===== src/ocd_defines.vh =====
`ifndef OCD_DEFINES_VH
`define OCD_DEFINES_VH
// ****************************************
// Register map of channel 0, byte addresses
// ****************************************
`define OCD_ADDR_W 16
`define OCD_CH_STRIDE 16'h000A
`define OCD_OFF_CONTROL 16'h00C8
`define OCD_OFF_DIV_LOW 16'h00C9
`define OCD_OFF_DIV_HIGH 16'h00CA
`define OCD_OFF_FINE 16'h00CB
`define OCD_OFF_COARSE 16'h00CC
`define OCD_OFF_SLIP_LOW 16'h00CD
`define OCD_OFF_SLIP_HIGH 16'h00CE
`define OCD_OFF_SOURCE 16'h00CF
// ****************************************
// Field positions and masks
// ****************************************
`define OCD_CTL_ENABLE 0
`define OCD_CTL_REPEAT 1
`define OCD_CTL_SLIP 5
`define OCD_CTL_SYNC 6
`define OCD_CTL_MASK 8'hE3
`define OCD_NIBBLE_MASK 8'h0F
`define OCD_FIVE_MASK 8'h1F
`define OCD_SOURCE_MASK 8'h03
// ****************************************
// Reset values and limits
// ****************************************
`define OCD_RST_BYTE 8'h00
`define OCD_RST_DIV_LOW 8'h02
`define OCD_FINE_MAX 5'h17
`define OCD_COARSE_MAX 5'h11
`define OCD_COARSE_STAGES 9
`define OCD_SLIP_ONE 12'h001
// ****************************************
// Output source codes
// ****************************************
`define OCD_SRC_DIVIDER 2'h0
`define OCD_SRC_DELAY 2'h1
`define OCD_SRC_PAIR 2'h2
`define OCD_SRC_INPUT 2'h3
`endif


===== src/ocd_divider.v =====
`timescale 1ns/1ps
`include "ocd_defines.vh"
module ocd_divider (
  input wire sys_clk,
  input wire nrst,
  input wire enable,
  input wire [11:0] ratio,
  input wire syncPulse,
  input wire hold,
  output wire divOut
);
  reg [12:0] halfCount;
  reg riseLevel;
  reg fallLevel;
  reg [12:0] next_halfCount;
  wire [12:0] period;
  wire [12:0] stepped;
  assign period = {ratio, 1'b0};
  assign stepped = halfCount + 13'h0002;
  // ****************************************
  // Half-cycle phase counter
  // ****************************************
  always @* begin
    if (!enable || syncPulse) begin
      next_halfCount = 13'h0000;
    end else if (hold) begin
      next_halfCount = halfCount;
    end else if (stepped >= period) begin
      next_halfCount = stepped - period;
    end else begin
      next_halfCount = stepped;
    end
  end
  always @(posedge sys_clk) begin
    if (!nrst) begin
      halfCount <= 13'h0000;
      riseLevel <= 1'b0;
    end else begin
      halfCount <= next_halfCount;
      riseLevel <= fallLevel ^ (enable && (next_halfCount < {1'b0, ratio}));
    end
  end
  // Falling edge sets the odd half so odd ratios keep even duty
  always @(negedge sys_clk) begin
    if (!nrst) begin
      fallLevel <= 1'b0;
    end else begin
      fallLevel <= riseLevel ^ (enable && ((halfCount + 13'h0001) < {1'b0, ratio}));
    end
  end
  assign divOut = riseLevel ^ fallLevel;
endmodule


===== src/ocd_coarse_delay.v =====
`timescale 1ns/1ps
`include "ocd_defines.vh"
module ocd_coarse_delay (
  input wire sys_clk,
  input wire nrst,
  input wire sigIn,
  input wire [4:0] code,
  output wire sigOut
);
  reg [`OCD_COARSE_STAGES-1:0] riseStage;
  reg [`OCD_COARSE_STAGES-1:0] fallStage;
  wire [3:0] pick;
  assign pick = code[4:1];
  // ****************************************
  // Full-cycle chain and half-cycle copies
  // ****************************************
  always @(posedge sys_clk) begin
    if (!nrst) begin
      riseStage <= {`OCD_COARSE_STAGES{1'b0}};
    end else begin
      riseStage <= {riseStage[`OCD_COARSE_STAGES-2:0], sigIn};
    end
  end
  always @(negedge sys_clk) begin
    if (!nrst) begin
      fallStage <= {`OCD_COARSE_STAGES{1'b0}};
    end else begin
      fallStage <= riseStage;
    end
  end
  // Odd codes add one half cycle
  assign sigOut = code[0] ? fallStage[pick] : riseStage[pick];
endmodule


===== src/ocd_channel.v =====
`timescale 1ns/1ps
`include "ocd_defines.vh"
module ocd_channel #(
  parameter [3:0] CHANNEL = 4'h0
) (
  input wire sys_clk,
  input wire nrst,
  input wire [`OCD_ADDR_W-1:0] regAddr,
  input wire [7:0] regWrData,
  input wire regWrEn,
  input wire regRdEn,
  output reg [7:0] regRdData,
  output reg regRdHit,
  input wire portSlipRequest,
  input wire general_input_pin,
  input wire syncEvent,
  input wire pulseRequest,
  input wire pairClock,
  output wire chOut,
  output wire divClock,
  output reg [4:0] fineDelayCode,
  output reg [4:0] coarseDelayCode,
  output wire slipBusy,
  output reg [11:0] slipRemaining
);
  // ****************************************
  // Address decode
  // ****************************************
  function hitOffset;
    input [`OCD_ADDR_W-1:0] addr;
    input [`OCD_ADDR_W-1:0] offset;
    input [3:0] chan;
    begin
      hitOffset = (addr == (offset + chan * `OCD_CH_STRIDE));
    end
  endfunction

  // ****************************************
  // Field helpers
  // ****************************************
  function [7:0] padNibble;
    input [3:0] field;
    begin
      padNibble = {4'h0, field};
    end
  endfunction

  function [7:0] padFive;
    input [4:0] field;
    begin
      padFive = {3'h0, field};
    end
  endfunction

  function codeApplies;
    input [4:0] code;
    input [4:0] limit;
    begin
      codeApplies = (code <= limit);
    end
  endfunction

  wire hitControl;
  wire hitDivLow;
  wire hitDivHigh;
  wire hitFine;
  wire hitCoarse;
  wire hitSlipLow;
  wire hitSlipHigh;
  wire hitSource;
  assign hitControl = hitOffset(regAddr, `OCD_OFF_CONTROL, CHANNEL);
  assign hitDivLow = hitOffset(regAddr, `OCD_OFF_DIV_LOW, CHANNEL);
  assign hitDivHigh = hitOffset(regAddr, `OCD_OFF_DIV_HIGH, CHANNEL);
  assign hitFine = hitOffset(regAddr, `OCD_OFF_FINE, CHANNEL);
  assign hitCoarse = hitOffset(regAddr, `OCD_OFF_COARSE, CHANNEL);
  assign hitSlipLow = hitOffset(regAddr, `OCD_OFF_SLIP_LOW, CHANNEL);
  assign hitSlipHigh = hitOffset(regAddr, `OCD_OFF_SLIP_HIGH, CHANNEL);
  assign hitSource = hitOffset(regAddr, `OCD_OFF_SOURCE, CHANNEL);

  // ****************************************
  // Register storage
  // ****************************************
  reg [7:0] control;
  reg [7:0] divLow;
  reg [3:0] divHigh;
  reg [4:0] fineField;
  reg [4:0] coarseField;
  reg [7:0] slipLow;
  reg [3:0] slipHigh;
  reg [1:0] sourceSel;

  always @(posedge sys_clk) begin
    if (!nrst) begin
      control <= `OCD_RST_BYTE;
      divLow <= `OCD_RST_DIV_LOW;
      divHigh <= 4'h0;
      fineField <= 5'h00;
      coarseField <= 5'h00;
      slipLow <= `OCD_RST_BYTE;
      slipHigh <= 4'h0;
      sourceSel <= `OCD_SRC_DIVIDER;
    end else if (regWrEn) begin
      if (hitControl) begin
        control <= regWrData & `OCD_CTL_MASK;
      end
      if (hitDivLow) begin
        divLow <= regWrData;
      end
      if (hitDivHigh) begin
        divHigh <= regWrData[3:0];
      end
      if (hitFine) begin
        fineField <= regWrData[4:0];
      end
      if (hitCoarse) begin
        coarseField <= regWrData[4:0];
      end
      if (hitSlipLow) begin
        slipLow <= regWrData;
      end
      if (hitSlipHigh) begin
        slipHigh <= regWrData[3:0];
      end
      if (hitSource) begin
        sourceSel <= regWrData[1:0];
      end
    end
  end

  wire chanEnable;
  wire repeatEnable;
  wire slipEnable;
  wire syncEnable;
  wire [11:0] ratio;
  wire [11:0] slipAmount;
  assign chanEnable = control[`OCD_CTL_ENABLE];
  assign repeatEnable = control[`OCD_CTL_REPEAT];
  assign slipEnable = control[`OCD_CTL_SLIP];
  assign syncEnable = control[`OCD_CTL_SYNC];
  assign ratio = {divHigh, divLow};
  assign slipAmount = {slipHigh, slipLow};

  // ****************************************
  // Register read-back
  // ****************************************
  reg [7:0] next_regRdData;
  reg next_regRdHit;

  always @* begin
    next_regRdData = `OCD_RST_BYTE;
    next_regRdHit = 1'b1;
    if (hitControl) begin
      next_regRdData = control;
    end else if (hitDivLow) begin
      next_regRdData = divLow;
    end else if (hitDivHigh) begin
      next_regRdData = padNibble(divHigh);
    end else if (hitFine) begin
      next_regRdData = padFive(fineField);
    end else if (hitCoarse) begin
      next_regRdData = padFive(coarseField);
    end else if (hitSlipLow) begin
      next_regRdData = slipLow;
    end else if (hitSlipHigh) begin
      next_regRdData = padNibble(slipHigh);
    end else if (hitSource) begin
      next_regRdData = {6'h00, sourceSel};
    end else begin
      next_regRdHit = 1'b0;
    end
  end

  always @(posedge sys_clk) begin
    if (!nrst) begin
      regRdData <= `OCD_RST_BYTE;
      regRdHit <= 1'b0;
    end else if (regRdEn) begin
      regRdData <= next_regRdData;
      regRdHit <= next_regRdHit;
    end
  end

  // ****************************************
  // Applied delay codes
  // ****************************************
  always @(posedge sys_clk) begin
    if (!nrst) begin
      fineDelayCode <= 5'h00;
      coarseDelayCode <= 5'h00;
    end else begin
      if (codeApplies(fineField, `OCD_FINE_MAX)) begin
        fineDelayCode <= fineField;
      end
      if (codeApplies(coarseField, `OCD_COARSE_MAX)) begin
        coarseDelayCode <= coarseField;
      end
    end
  end

  // ****************************************
  // Pin synchroniser and edge detect
  // ****************************************
  reg pinMeta;
  reg pinSync;
  reg pinLast;

  always @(posedge sys_clk) begin
    if (!nrst) begin
      pinMeta <= 1'b0;
      pinSync <= 1'b0;
      pinLast <= 1'b0;
    end else begin
      pinMeta <= general_input_pin;
      pinSync <= pinMeta;
      pinLast <= pinSync;
    end
  end

  wire pinRequest;
  assign pinRequest = pinSync && !pinLast;

  // ****************************************
  // Slip sequencer
  // ****************************************
  wire explicitSlip;
  wire groupSlip;
  wire syncPulse;
  reg [11:0] next_slipRemaining;
  assign explicitSlip = portSlipRequest || pinRequest;
  assign groupSlip = syncEvent || pulseRequest;
  assign syncPulse = chanEnable && syncEnable && syncEvent;

  always @* begin
    next_slipRemaining = slipRemaining;
    if (!chanEnable || !slipEnable) begin
      next_slipRemaining = 12'h000;
    end else if (repeatEnable && (explicitSlip || groupSlip)) begin
      next_slipRemaining = slipAmount;
    end else if (!repeatEnable && explicitSlip) begin
      next_slipRemaining = `OCD_SLIP_ONE;
    end else if (slipRemaining != 12'h000) begin
      next_slipRemaining = slipRemaining - `OCD_SLIP_ONE;
    end
  end

  always @(posedge sys_clk) begin
    if (!nrst) begin
      slipRemaining <= 12'h000;
    end else begin
      slipRemaining <= next_slipRemaining;
    end
  end

  assign slipBusy = (slipRemaining != 12'h000);

  // ****************************************
  // Divider and coarse delay
  // ****************************************
  ocd_divider divider (
    .sys_clk(sys_clk),
    .nrst(nrst),
    .enable(chanEnable),
    .ratio(ratio),
    .syncPulse(syncPulse),
    .hold(slipBusy),
    .divOut(divClock)
  );

  wire delayedClock;

  ocd_coarse_delay coarse (
    .sys_clk(sys_clk),
    .nrst(nrst),
    .sigIn(divClock),
    .code(coarseDelayCode),
    .sigOut(delayedClock)
  );

  // ****************************************
  // Undivided input clock regeneration
  // ****************************************
  reg fundRise;
  reg fundFall;

  always @(posedge sys_clk) begin
    if (!nrst) begin
      fundRise <= 1'b0;
    end else begin
      fundRise <= fundFall ^ chanEnable;
    end
  end

  always @(negedge sys_clk) begin
    if (!nrst) begin
      fundFall <= 1'b0;
    end else begin
      fundFall <= fundRise;
    end
  end

  wire fundClock;
  assign fundClock = fundRise ^ fundFall;

  // ****************************************
  // Output source selection
  // ****************************************
  reg selected;

  always @* begin
    case (sourceSel)
      `OCD_SRC_DIVIDER: begin
        selected = divClock;
      end
      `OCD_SRC_DELAY: begin
        selected = delayedClock;
      end
      `OCD_SRC_PAIR: begin
        selected = pairClock;
      end
      `OCD_SRC_INPUT: begin
        selected = fundClock;
      end
      default: begin
        selected = 1'b0;
      end
    endcase
  end

  assign chOut = chanEnable && selected;
endmodule


===== config.mk =====
export PLATFORM = sky130hd
export DESIGN_NAME = ocd_channel
export DESIGN_NICKNAME = d
export VERILOG_FILES = /design/src/ocd_divider.v /design/src/ocd_coarse_delay.v /design/src/ocd_channel.v
export VERILOG_INCLUDE_DIRS = /design/src
export SDC_FILE = /design/constraint.sdc
export NUM_CORES = 1
export LEC_CHECK = 0
export ABC_AREA = 0
export BUFFER_PORTS_ARGS = -buffer_cell sky130_fd_sc_hd__buf_2
export CORE_ASPECT_RATIO = 1.2
export CORE_UTILIZATION = 40
export CTS_BUF_LIST = sky130_fd_sc_hd__clkbuf_8
export CTS_CLUSTER_DIAMETER = 150
export CTS_CLUSTER_SIZE = 20
export DETAILED_ROUTE_END_ITERATION = 12
export PLACE_DENSITY = 0.61
export SLEW_MARGIN = 20
export SYNTH_ARGS = -nofsm -noshare
export SYNTH_HDL_FRONTEND = slang
export SYNTH_SLANG_ARGS = --single-unit

===== constraint.sdc =====
create_clock -name sys_clk -period 10.7 [get_ports sys_clk]
set_input_delay 1.605 -clock sys_clk [delete_from_list [all_inputs] [get_ports sys_clk]]
set_output_delay 1.605 -clock sys_clk [all_outputs]
set_load 0.005 [all_outputs]

**Word level (Yosys, flattened, before mapping)**

Index checks and enable logic that the tools add are counted.

- Register bits: 110
- Output and inout bits: 34

- Add/subtract/negate cells: 4
- $lt $le $gt $ge: 6
- Eq/ne operators: 11
- Mux-type cells: 28
- Bitwise logic cells: 6
- Reduce and logical (&&, ||, !) cells: 29

Operators with widths:

| kind | number |
|---|---|
| 16-bit by 8-bit equality test with 1-bit output, second input constant | 8 |
| 8-bit two-way mux | 6 |
| 13-bit two-way mux | 3 |
| 12-bit two-way mux | 3 |
| 13-bit by 12-bit less-than comparator with 1-bit output | 2 |
| 2-bit AND reduction | 8 |
| 13-bit by 1-bit adder with 13-bit output, second input constant | 1 |
| 13-bit by 2-bit adder with 13-bit output, second input constant | 1 |
| 13-bit greater-or-equal comparator | 1 |
| 13-bit subtractor | 1 |
| 12-bit nonzero test | 1 |
| 12-bit by 1-bit subtractor with 12-bit output, second input constant | 1 |
| 1-bit two-way mux | 11 |
| 5-bit <= comparator, second input constant | 2 |
| 1-bit binary-select mux with 4-bit select | 2 |
| 1-bit logical AND | 8 |
| 1-bit logical OR | 5 |
| 4-bit by 5-bit less-than comparator with 1-bit output, second input constant | 1 |
| 1-bit XOR | 5 |
| 2-bit equality test, second input constant | 2 |
| 1-bit zero test | 4 |
| 4-bit two-way mux | 1 |
| 1-bit one-hot mux with 4 select lines | 1 |
| 3-bit nonzero test | 1 |
| 5 further kinds | 5 |

**Logic depth before layout (Yosys ltp)**

Gate-level depths: netlist of run 1.

- Depth after elaboration: 9
- Depth in mapped cells: 24

**Hierarchy**

From an unflattened synthesis of run 1, not the netlist that was laid out.

- Cells, all modules: 765
- Area total of the unflattened synthesis: 6648.9 µm²

Modules (own cells, without submodules):

| module | instances | cells each | area each (µm²) | sequential area each (µm²) |
|---|---|---|---|---|
| ocd_channel | 1 | 421 | 3741.1 | 1541.5 |
| ocd_divider | 1 | 300 | 2297.2 | 300.3 |
| ocd_coarse_delay | 1 | 44 | 610.6 | 360.3 |

==> results_dict.tcl, run 1 <==
set metrics [dict create \
    startpoint "coarse.fallStage[1]" \
    rows 50 \
    drc 0 \
    setup_viol 0 \
    finalMaxSlewViolations 0 \
    die_x_um 118 \
    placed_area_um2 6910 \
    synth_top_family_by_area "simple AND/OR/NAND/NOR gates" \
    areaGrowthSynthToFinish_pct 10.3 \
    h-tree-depth 3 \
    synthMuxAreaShare_pct 10.1 \
    irDropWorstVdd_v 0.0000718 \
    dp.cells 974 \
    synthCells 738 \
    nNetsFinal 858 \
    avgViaCountPerCell 5.50 \
    met2_usage_pct 35.6 \
    powerDensity_nw_per_um2 99.4 \
    setup_tns_ns 0 \
    firstDrtPassIters 5 \
    antenna_found_initial 0 \
    synth_most_common_cell "dfxtp_1" \
    grt_remaining_overflow 0 \
    tritoncts "built" \
    cts_hold_buf 0 \
    cts_setup_buffers 0 \
    vias 5498 \
    grt_use_met1_pct 26.2 \
    fp.dieH_um 141 \
    busiest_layer "met2" \
    start_util_pct 41.2 \
    grt_pass1_wl_mm 27.7 \
    wl_per_cell_um 17.0 \
    critPathRequiredTime_ns 9.10 \
    synth_compound_area_share_pct 17.1 \
    ys.flop_type "dfxtp_1" \
    hp-start "fineDelayCode[4]" \
    startpoint_type "register" \
    fin_ws_ns 1.32 \
    final.fill_count 1559 \
    hp-class "reg -> reg" \
    core-area_um2 15700 \
    regToRegStartpoint "divider.halfCount[1]" \
    cts.clk_slew.worst_paths_ns 0.11 \
    syn_nets 809 \
    cts_buffer_depth 2 \
    routed_wl_mm 17.0 \
    final_cells 1000 \
    io_buffers 66 \
    cts-buffers-inserted 9 \
    worst_setup_path_end_kind "output port" \
    max_cap_viol_count 0 \
    synth_area_leader_cell "dfxtp_1" \
    grt_max_degree 83 \
    path_class "reg -> out" \
    synth-simple-area-share_pct 21.6 \
    fin_area_um2 7140 \
    worst_slew_pin_slew_ns 0.967 \
    synth_area_leaders "dfxtp_1, ha_1, mux2i_1, nor2b_1, nand2_1" \
    syn_avg_cell_area_um2 8.77 \
    yosysWarnings 0 \
    clockRootBuffer "clkbuf_8" \
    slew_headroom_pct 35.4 \
    worstSkewPairLatency_ns 0.42 \
    synthXorXnorAreaFrac_pct 4.74 \
    grtUsageMet3_pct 3.18 \
    rsz0062_at_grt "no" \
    post_cts_resized 0 \
    cp_max_fo 1 \
    synth_common_cells "dfxtp_1, nand2_1, nor2_1" \
    power.leakage_nw 2.93 \
    critical_path_arrival_ns 7.77 \
    pre_cts_ws_ns 1.73 \
    synth-adder-area-share_pct 7.46 \
    clock-skew-final_ns 0.0479 \
    detailed_place_hpwl_mm 13.1 \
    synth.top_cell.area_share_pct 34.0 \
    synth-seq-area-share_pct 34.0 \
    gp_congestion 0.915 \
    grt_pass1_vias 5369 \
    synth_edf_count 0 \
    ys_async_sr_fraction_pct 0 \
    synthesis.area_um2 6470 \
    drtIter0Drc 314 \
    status "finished, final reports clean" \
    synth-seq-cells 110 \
    drive_gt1_share_pct 13.9 \
    antenna_cells 0 \
    ant_nets 0 \
    cts_sinks 110 \
    yosysUniqueCellTypes 68 \
    hold_violations 0 \
    grt_use_total_pct 20.8 \
    ioPinCount 67 \
    dieArea_um2 16700 \
]
==> where the power goes <==
| group | total (W) | switching (W) | internal (W) |
|---|---|---|---|
| sequential | 0.000410 | 0.000000122 | 0.000410 |
| combinational | 0.0000312 | 0.0000189 | 0.0000123 |
| clock | 0.000269 | 0.000166 | 0.000102 |
| total | 0.000710 | 0.000185 | 0.000525 |
==> metrics by stage <==
step | util (%) | power [W] | hold slack [ns]
6_report | 45.5 | 0.000710 | 0.458
5_1_grt | 45.5 | 0.000741 | 0.482
4_1_cts | 45.5 | 0.000716 | 0.464
3_5_place_dp | 44.0 | 0.000457 | 0.434
3_3_place_gp | 44.0 | 0.000457 | 0.422
2_1_floorplan | - | 0.000445 | 0.412
==> sequential cells by signal (all words and copies together) (netlist names), 2 cells and up <==
register           flops
slipRemaining         12
coarseDelayCode        5
sourceSel              2
coarseField            5
fineField              5
control                5
divHigh                4
fineDelayCode          5
regRdData              8
divLow                 8
slipHigh               4
coarse.fallStage       9
slipLow                8
divider.halfCount     13
coarse.riseStage       9
==> final timing paths <==
kind                            cells past startpoint                 to  slack [ns]
worst max register to register                     13  divider.fallLevel        2.14
worst min register to register                      2   fineDelayCode[4]        0.46
worst max-delay path                                7              chOut        1.32
worst min-delay path                                2   fineDelayCode[4]        0.46
==> critical path, cell delays in order, from the launching register on <==
cell and delay, ns:
dfxtp_1 0.28, mux4_2 0.45, nor2b_4 0.14, a2111oi_4 0.33, a221oi_2 0.06, mux4_2 0.45, and2_1 0.17, buf_2 0.12
==> cell families after synthesis <==
family	after synthesis
xor+xnor	35
fa+ha+maj	38
buf+inv	77
mux	53
simple gates	268
flops	110
compound gates	157
==> cell usage in the layout (no fill, tap or decap), drive strengths merged, types with 3 or more instances in the layout <==
cell and count:
nor2b 42, a211oi 7, dfxtp 110, o21a 7
a32oi 3, a31oi 5, a31o 4, inv 49
nor3 16, ha 37, a22oi 8, xor2 16
buf 71, a21o 7, xnor2 19, o211ai 4
nand2 63, o22ai 7, and3 4, a21oi 29
a2111oi 3, nor4 6, mux2i 43, mux4 9
nand3 32, o21ai 23, o2111ai 4, nand2b 14
a21boi 29, clkbuf 10, nor2 48, and2 28
nand4 6
==> area by class of cell <==
cell class | count | area [µm²] | share of cell area [%]
inverters | 33 | 124 | 1.74
clock inverters | 17 | 98.8 | 1.38
multi-input cells | 551 | 3950 | 55.3
clock buffers | 10 | 138 | 1.93
well taps | 208 | 260 | 3.65
flip-flops and latches | 110 | 2200 | 30.8
repair buffers | 71 | 368 | 5.15
==> metal layers <==
layer | wire [µm] | part of all wire [%] | up-vias
met5 | 0 | 0 | -
met4 | 473 | 2.8 | 0
met3 | 776 | 4.6 | 35
met2 | 8360 | 49 | 150
met1 | 7440 | 44 | 2616
li1 | - | - | 2697
Note: power is estimated with default switching activity, not from simulation.
==> inputs of run 2 (changes only) <==
--- a/config.mk
+++ b/config.mk
@@ -20,2 +20,3 @@
 export SYNTH_HDL_FRONTEND = slang
+export SYNTH_HIERARCHICAL = 1
 export SYNTH_SLANG_ARGS = --single-unit
--- a/constraint.sdc
+++ b/constraint.sdc
@@ -3,2 +3,2 @@
 set_output_delay 1.605 -clock sys_clk [all_outputs]
-set_load 0.005 [all_outputs]
+set_load 0.02 [all_outputs]
==> results_dict.tcl, run 2 <==
set metrics [dict create \
    largest_register "divider/halfCount" \
    switchingPower_w 0.000211 \
    grt_remaining_overflow 0 \
    rsz0062_at_grt "no" \
    cts_setup_buffers 0 \
    firstDrtPassIters 7 \
    core-area_um2 16300 \
    status "finished, final reports clean" \
    hp-start "pinMeta" \
    grt_pass1_vias 5387 \
    rows 51 \
    h-tree-depth 3 \
    clockRootBuffer "clkbuf_8" \
    seqPwrFrac_pct 55.4 \
    met2_usage_pct 36.6 \
    antenna_found_initial 0 \
    r2r_cells 9 \
    hold_ws_ns 0.464 \
    worst_setup_path_end_kind "output port" \
    synth-seq-cells 110 \
    holdPathStages 1 \
    post_cts_resized 0 \
    worst_slew_pin_slew_ns 0.914 \
    mostFrequentLayoutCells "dfxtp_1, nand2_1, buf_2, a21oi_1, nor2_1" \
    wl_per_cell_um 16.8 \
    synthesis.area_um2 6650 \
    setup_viol 0 \
    vias 5770 \
    critical_path_arrival_ns 7.68 \
    grt_use_met1_pct 24.8 \
    p_sw_share_pct 28.5 \
    drtIter0Drc 286 \
    ys_async_sr_fraction_pct 0 \
    finalMaxSlewViolations 0 \
    synth_area_leaders "dfxtp_1, ha_1, mux2i_1, nand2_1, a21oi_1" \
    areaGrowthSynthToFinish_pct 10.3 \
    combPwrFrac_pct 4.9 \
    yosysUniqueCellTypes 79 \
    die_x_um 120 \
    grt_pass1_wl_mm 27.8 \
    synth_edf_count 0 \
    cts.clk_slew.worst_paths_ns 0.13 \
    regToRegStartpoint "divider/halfCount[2]" \
    clock-skew-final_ns 0.0454 \
    hp-class "reg -> reg" \
    fp.dieH_um 143 \
    p_int_w 0.000529 \
    final.fill_count 1642 \
    synth-seq-area-share_pct 33.1 \
    grt_use_total_pct 20.4 \
    detailed_place_hpwl_mm 13.3 \
    syn_nets 836 \
    drive_gt1_share_pct 14.8 \
    antenna_cells 0 \
    synthCells 765 \
    synth_area_leader_cell "dfxtp_1" \
    gp_congestion 0.891 \
    critPathRequiredTime_ns 9.10 \
    syn_avg_cell_area_um2 8.69 \
    yosysWarnings 6 \
    synth_common_cells "dfxtp_1, nand2_1, a21oi_1" \
    dieArea_um2 17100 \
    nNetsFinal 884 \
    cts-buffers-inserted 9 \
    irDropWorstVdd_v 0.0000763 \
    power.leakage_nw 2.98 \
    path_class "reg -> out" \
    setup_tns_ns 0 \
    routed_wl_mm 17.3 \
    ys.flop_type "dfxtp_1" \
    powerDensity_nw_per_um2 101 \
    cts_buffer_depth 2 \
    ant_nets 0 \
    grtUsageMet3_pct 2.44 \
    busiest_layer "met2" \
    hold_violations 0 \
    largest_registers "divider/halfCount (13), slipRemaining (12)" \
    slew_headroom_pct 38.6 \
    startpoint_type "register" \
    tritoncts "built" \
    grt_max_degree 66 \
    cp_max_fo 1 \
    avgViaCountPerCell 5.60 \
    start_util_pct 40.9 \
    ioPinCount 67 \
    drc 0 \
    mostFrequentLayoutCell "dfxtp_1" \
    max_cap_viol_count 0 \
    cts_sinks 110 \
    p_clk_share_pct 39.7 \
    io_buffers 66 \
    worstSkewPairLatency_ns 0.42 \
    synth_most_common_cell "dfxtp_1" \
    largest_reg_flops 13 \
    startpoint "coarse/fallStage[4]" \
    cts_hold_buf 0 \
    synth.top_cell.area_share_pct 33.1 \
]
==> run 2: cell types whose count changed after synthesis, moves of 9 or more <==
cell | previous run | this run
and2_1 | 28 | 19
nor2b_1 | 41 | 18
nand4_1 | 6 | 15
nand2_1 | 63 | 77
o21ai_0 | 22 | 32
a21boi_0 | 29 | 2
a21oi_1 | 29 | 47
==> run 2: cells by family after synthesis <==
kind of cell,after synthesis,synth area share [%]
AO/OA/AOI/OAI,158,15.7
XOR/XNOR,33,4.35
multiplexers,55,9.41
flip-flops,110,33.1
AND/OR/NAND/NOR,300,25.6
adder cells (fa/ha/maj),38,7.26
buffers and inverters,71,4.53
==> run 2: final cells by class <==
class,instances,area (µm²),area share [%]
clock buffers,9,124,1.69
inverters,30,113,1.54
multi-input cells,584,4150,56.5
repair buffers,67,338,4.61
flip-flops and latches,110,2200,30.0
well taps,212,265,3.62
clock inverters,18,145,1.98
==> run 2: final timing paths <==
check                                         end  slack, ns
worst max-delay path                        chOut       1.41
worst max register to register  divider/fallLevel       2.44
worst min register to register            pinSync       0.46
worst min-delay path                      pinSync       0.46
==> run 2: worst max-delay path, cell delays in order (launching register included) <==
cell and delay [ns]:
dfxtp_1 0.31, mux4_2 0.46, nand2b_4 0.15, nand4b_2 0.09
o311ai_1 0.10, mux4_2 0.45, and2_1 0.18, buf_2 0.16
==> run 2: layer usage <==
metal,vias up,share of wire [%]
met3,28,3.6
met4,0,2.5
met1,2753,43
met2,116,51
met5,-,0
li1,2873,-
==> run 2: metrics by stage <==
stage,total power (W),cell area (µm²),setup slack (ns),utilization (%),std cells
after floorplan,0.000447,6650,2.05,-,765
after global placement,0.000463,7070,1.91,43.5,1006
after detailed placement,0.000463,7070,1.87,43.5,1006
after CTS,0.000750,7330,1.38,45.1,1030
after global routing,0.000771,7330,1.32,45.1,1030
final,0.000741,7330,1.41,45.1,1030
==> run 2: power by group through the flow <==
stage          clock network, W  logic [W]  registers [W]
2_1_floorplan        0.00000810  0.0000202       0.000419
3_3_place_gp         0.00000810  0.0000358       0.000419
3_5_place_dp         0.00000810  0.0000358       0.000419
4_1_cts                0.000304  0.0000359       0.000410
5_1_grt                0.000321  0.0000390       0.000410
6_report               0.000294  0.0000362       0.000410
==> inputs of run 3 (changes only) <==
Settings changed: PLACE_DENSITY 0.61 to unset, PLACE_DENSITY_LB_ADDON set to 0.1, SKIP_LAST_GASP set to 1.
==> results_dict.tcl, run 3 (synthesis gave the netlist of run 2 again) <==
set metrics [dict create \
    p_sw_share_pct 28.7 \
    startpoint_type "register" \
    post_cts_resized 0 \
    power.leakage_nw 2.98 \
    combPwrFrac_pct 4.9 \
    placed_area_um2 7070 \
    worst_slew_pin_slew_ns 0.997 \
    seqPwrFrac_pct 55.4 \
    multiInputGateArea_um2 4150 \
    status "finished, final reports clean" \
    irDropWorstVdd_v 0.0000645 \
    wl_per_cell_um 17.5 \
    cts_setup_buffers 0 \
    critical_path_arrival_ns 7.62 \
    powerDensity_nw_per_um2 101 \
    largest_reg_flops 13 \
    areaGrowthSynthToFinish_pct 10.3 \
    tritoncts "built" \
    ioPinCount 67 \
    drive_gt1_share_pct 14.8 \
    largest_register "divider/halfCount" \
    cts_hold_buf 0 \
    final.fill_count 1659 \
    clock-skew-final_ns 0.0396 \
    fin_area_um2 7330 \
    h-tree-depth 3 \
    drc 0 \
    grt_remaining_overflow 0 \
    cts-buffers-inserted 9 \
    rows 51 \
    die_x_um 120 \
    worstSkewPairLatency_ns 0.43 \
    dieArea_um2 17100 \
    largest_registers "divider/halfCount (13), slipRemaining (12)" \
    routed_wl_mm 18.1 \
    cts.clk_slew.worst_paths_ns 0.13 \
    start_util_pct 40.9 \
    rsz0062_at_grt "no" \
    slew_headroom_pct 33.0 \
    grt_max_degree 66 \
    io_buffers 66 \
    drtIter0Drc 383 \
    finalMaxSlewViolations 0 \
    antenna_found_initial 0 \
    power_w 0.000741 \
    hold_violations 0 \
    antenna_cells 0 \
    core-area_um2 16300 \
    critPathRequiredTime_ns 9.10 \
    p_int_w 0.000528 \
    fp.dieH_um 143 \
    p_clk_share_pct 39.7 \
    gp_congestion 0.849 \
    seq_area_um2 2200 \
    path_class "reg -> out" \
    clockRootBuffer "clkbuf_8" \
    hold_ws_ns 0.459 \
    switchingPower_w 0.000213 \
    detailed_place_hpwl_mm 14.0 \
    setup_viol 0 \
    grt_use_total_pct 21.9 \
    nNetsFinal 884 \
    cts_buffer_depth 2 \
    hp-class "reg -> reg" \
    ant_nets 0 \
    mostFrequentLayoutCell "dfxtp_1" \
    mostFrequentLayoutCells "dfxtp_1, nand2_1, buf_2, a21oi_1, nor2_1" \
    grt_pass1_vias 5700 \
    max_cap_viol_count 0 \
    setup_tns_ns 0 \
    grt_pass1_wl_mm 29.8 \
    cts_sinks 110 \
    vias 5768 \
    cp_max_fo 1 \
    firstDrtPassIters 5 \
    final_util_pct 45.1 \
    worst_setup_path_end_kind "output port" \
    avgViaCountPerCell 5.60 \
]
## run 3: cell types whose count changed in the layout (fill, tap and decap cells not counted)
cell / delta
inv_12: -1
clkinv_8: +1
## run 3: layer usage
metal	share of wire (%)	track usage, %	wire [µm]
met1	45	27.0	8070
met2	50	38.8	9040
met3	2.6	2.24	468
met4	2.6	9.01	474
met5	0	0	0
## run 3: per-stage QoR
stage | std cells | setup slack, ns
after floorplan | 765 | 2.05
after global placement | 1006 | 1.92
after detailed placement | 1006 | 1.90
after CTS | 1030 | 1.44
after global routing | 1030 | 1.36
final | 1030 | 1.47
## run 3: final timing paths
path	startpoint	endpoint	slack, ns	depth (start not counted)
hold reg to reg	pinMeta	pinSync	0.46	1
hold / removal	pinMeta	pinSync	0.46	1
setup / recovery	coarse/fallStage[7]	chOut	1.47	7
setup reg to reg	divider/halfCount[2]	divider/fallLevel	2.49	9
## run 3: power by group through the flow
stage | Sequential [W] | Clock (W) | Combinational, W
6_report | 0.000410 | 0.000294 | 0.0000363
5_1_grt | 0.000410 | 0.000319 | 0.0000399
4_1_cts | 0.000410 | 0.000303 | 0.0000363
3_5_place_dp | 0.000419 | 0.00000810 | 0.0000363
3_3_place_gp | 0.000419 | 0.00000810 | 0.0000359
2_1_floorplan | 0.000419 | 0.00000810 | 0.0000202
## run 3: layout make-up
type	instances	area share (%)
Clock buffer	9	1.69
Clock inverter	18	1.98
Inverter	30	1.54
Multi-Input combinational cell	584	56.5
Sequential cell	110	30.0
Tap cell	212	3.62
Timing Repair Buffer	67	4.61
## run 3: worst max-delay path, stage by stage (launching register included)
cell and delay [ns]:
dfxtp_1 0.29, mux4_2 0.45, nand2b_4 0.15, nand4b_2 0.08
o311ai_1 0.10, mux4_2 0.45, and2_1 0.17, buf_2 0.16
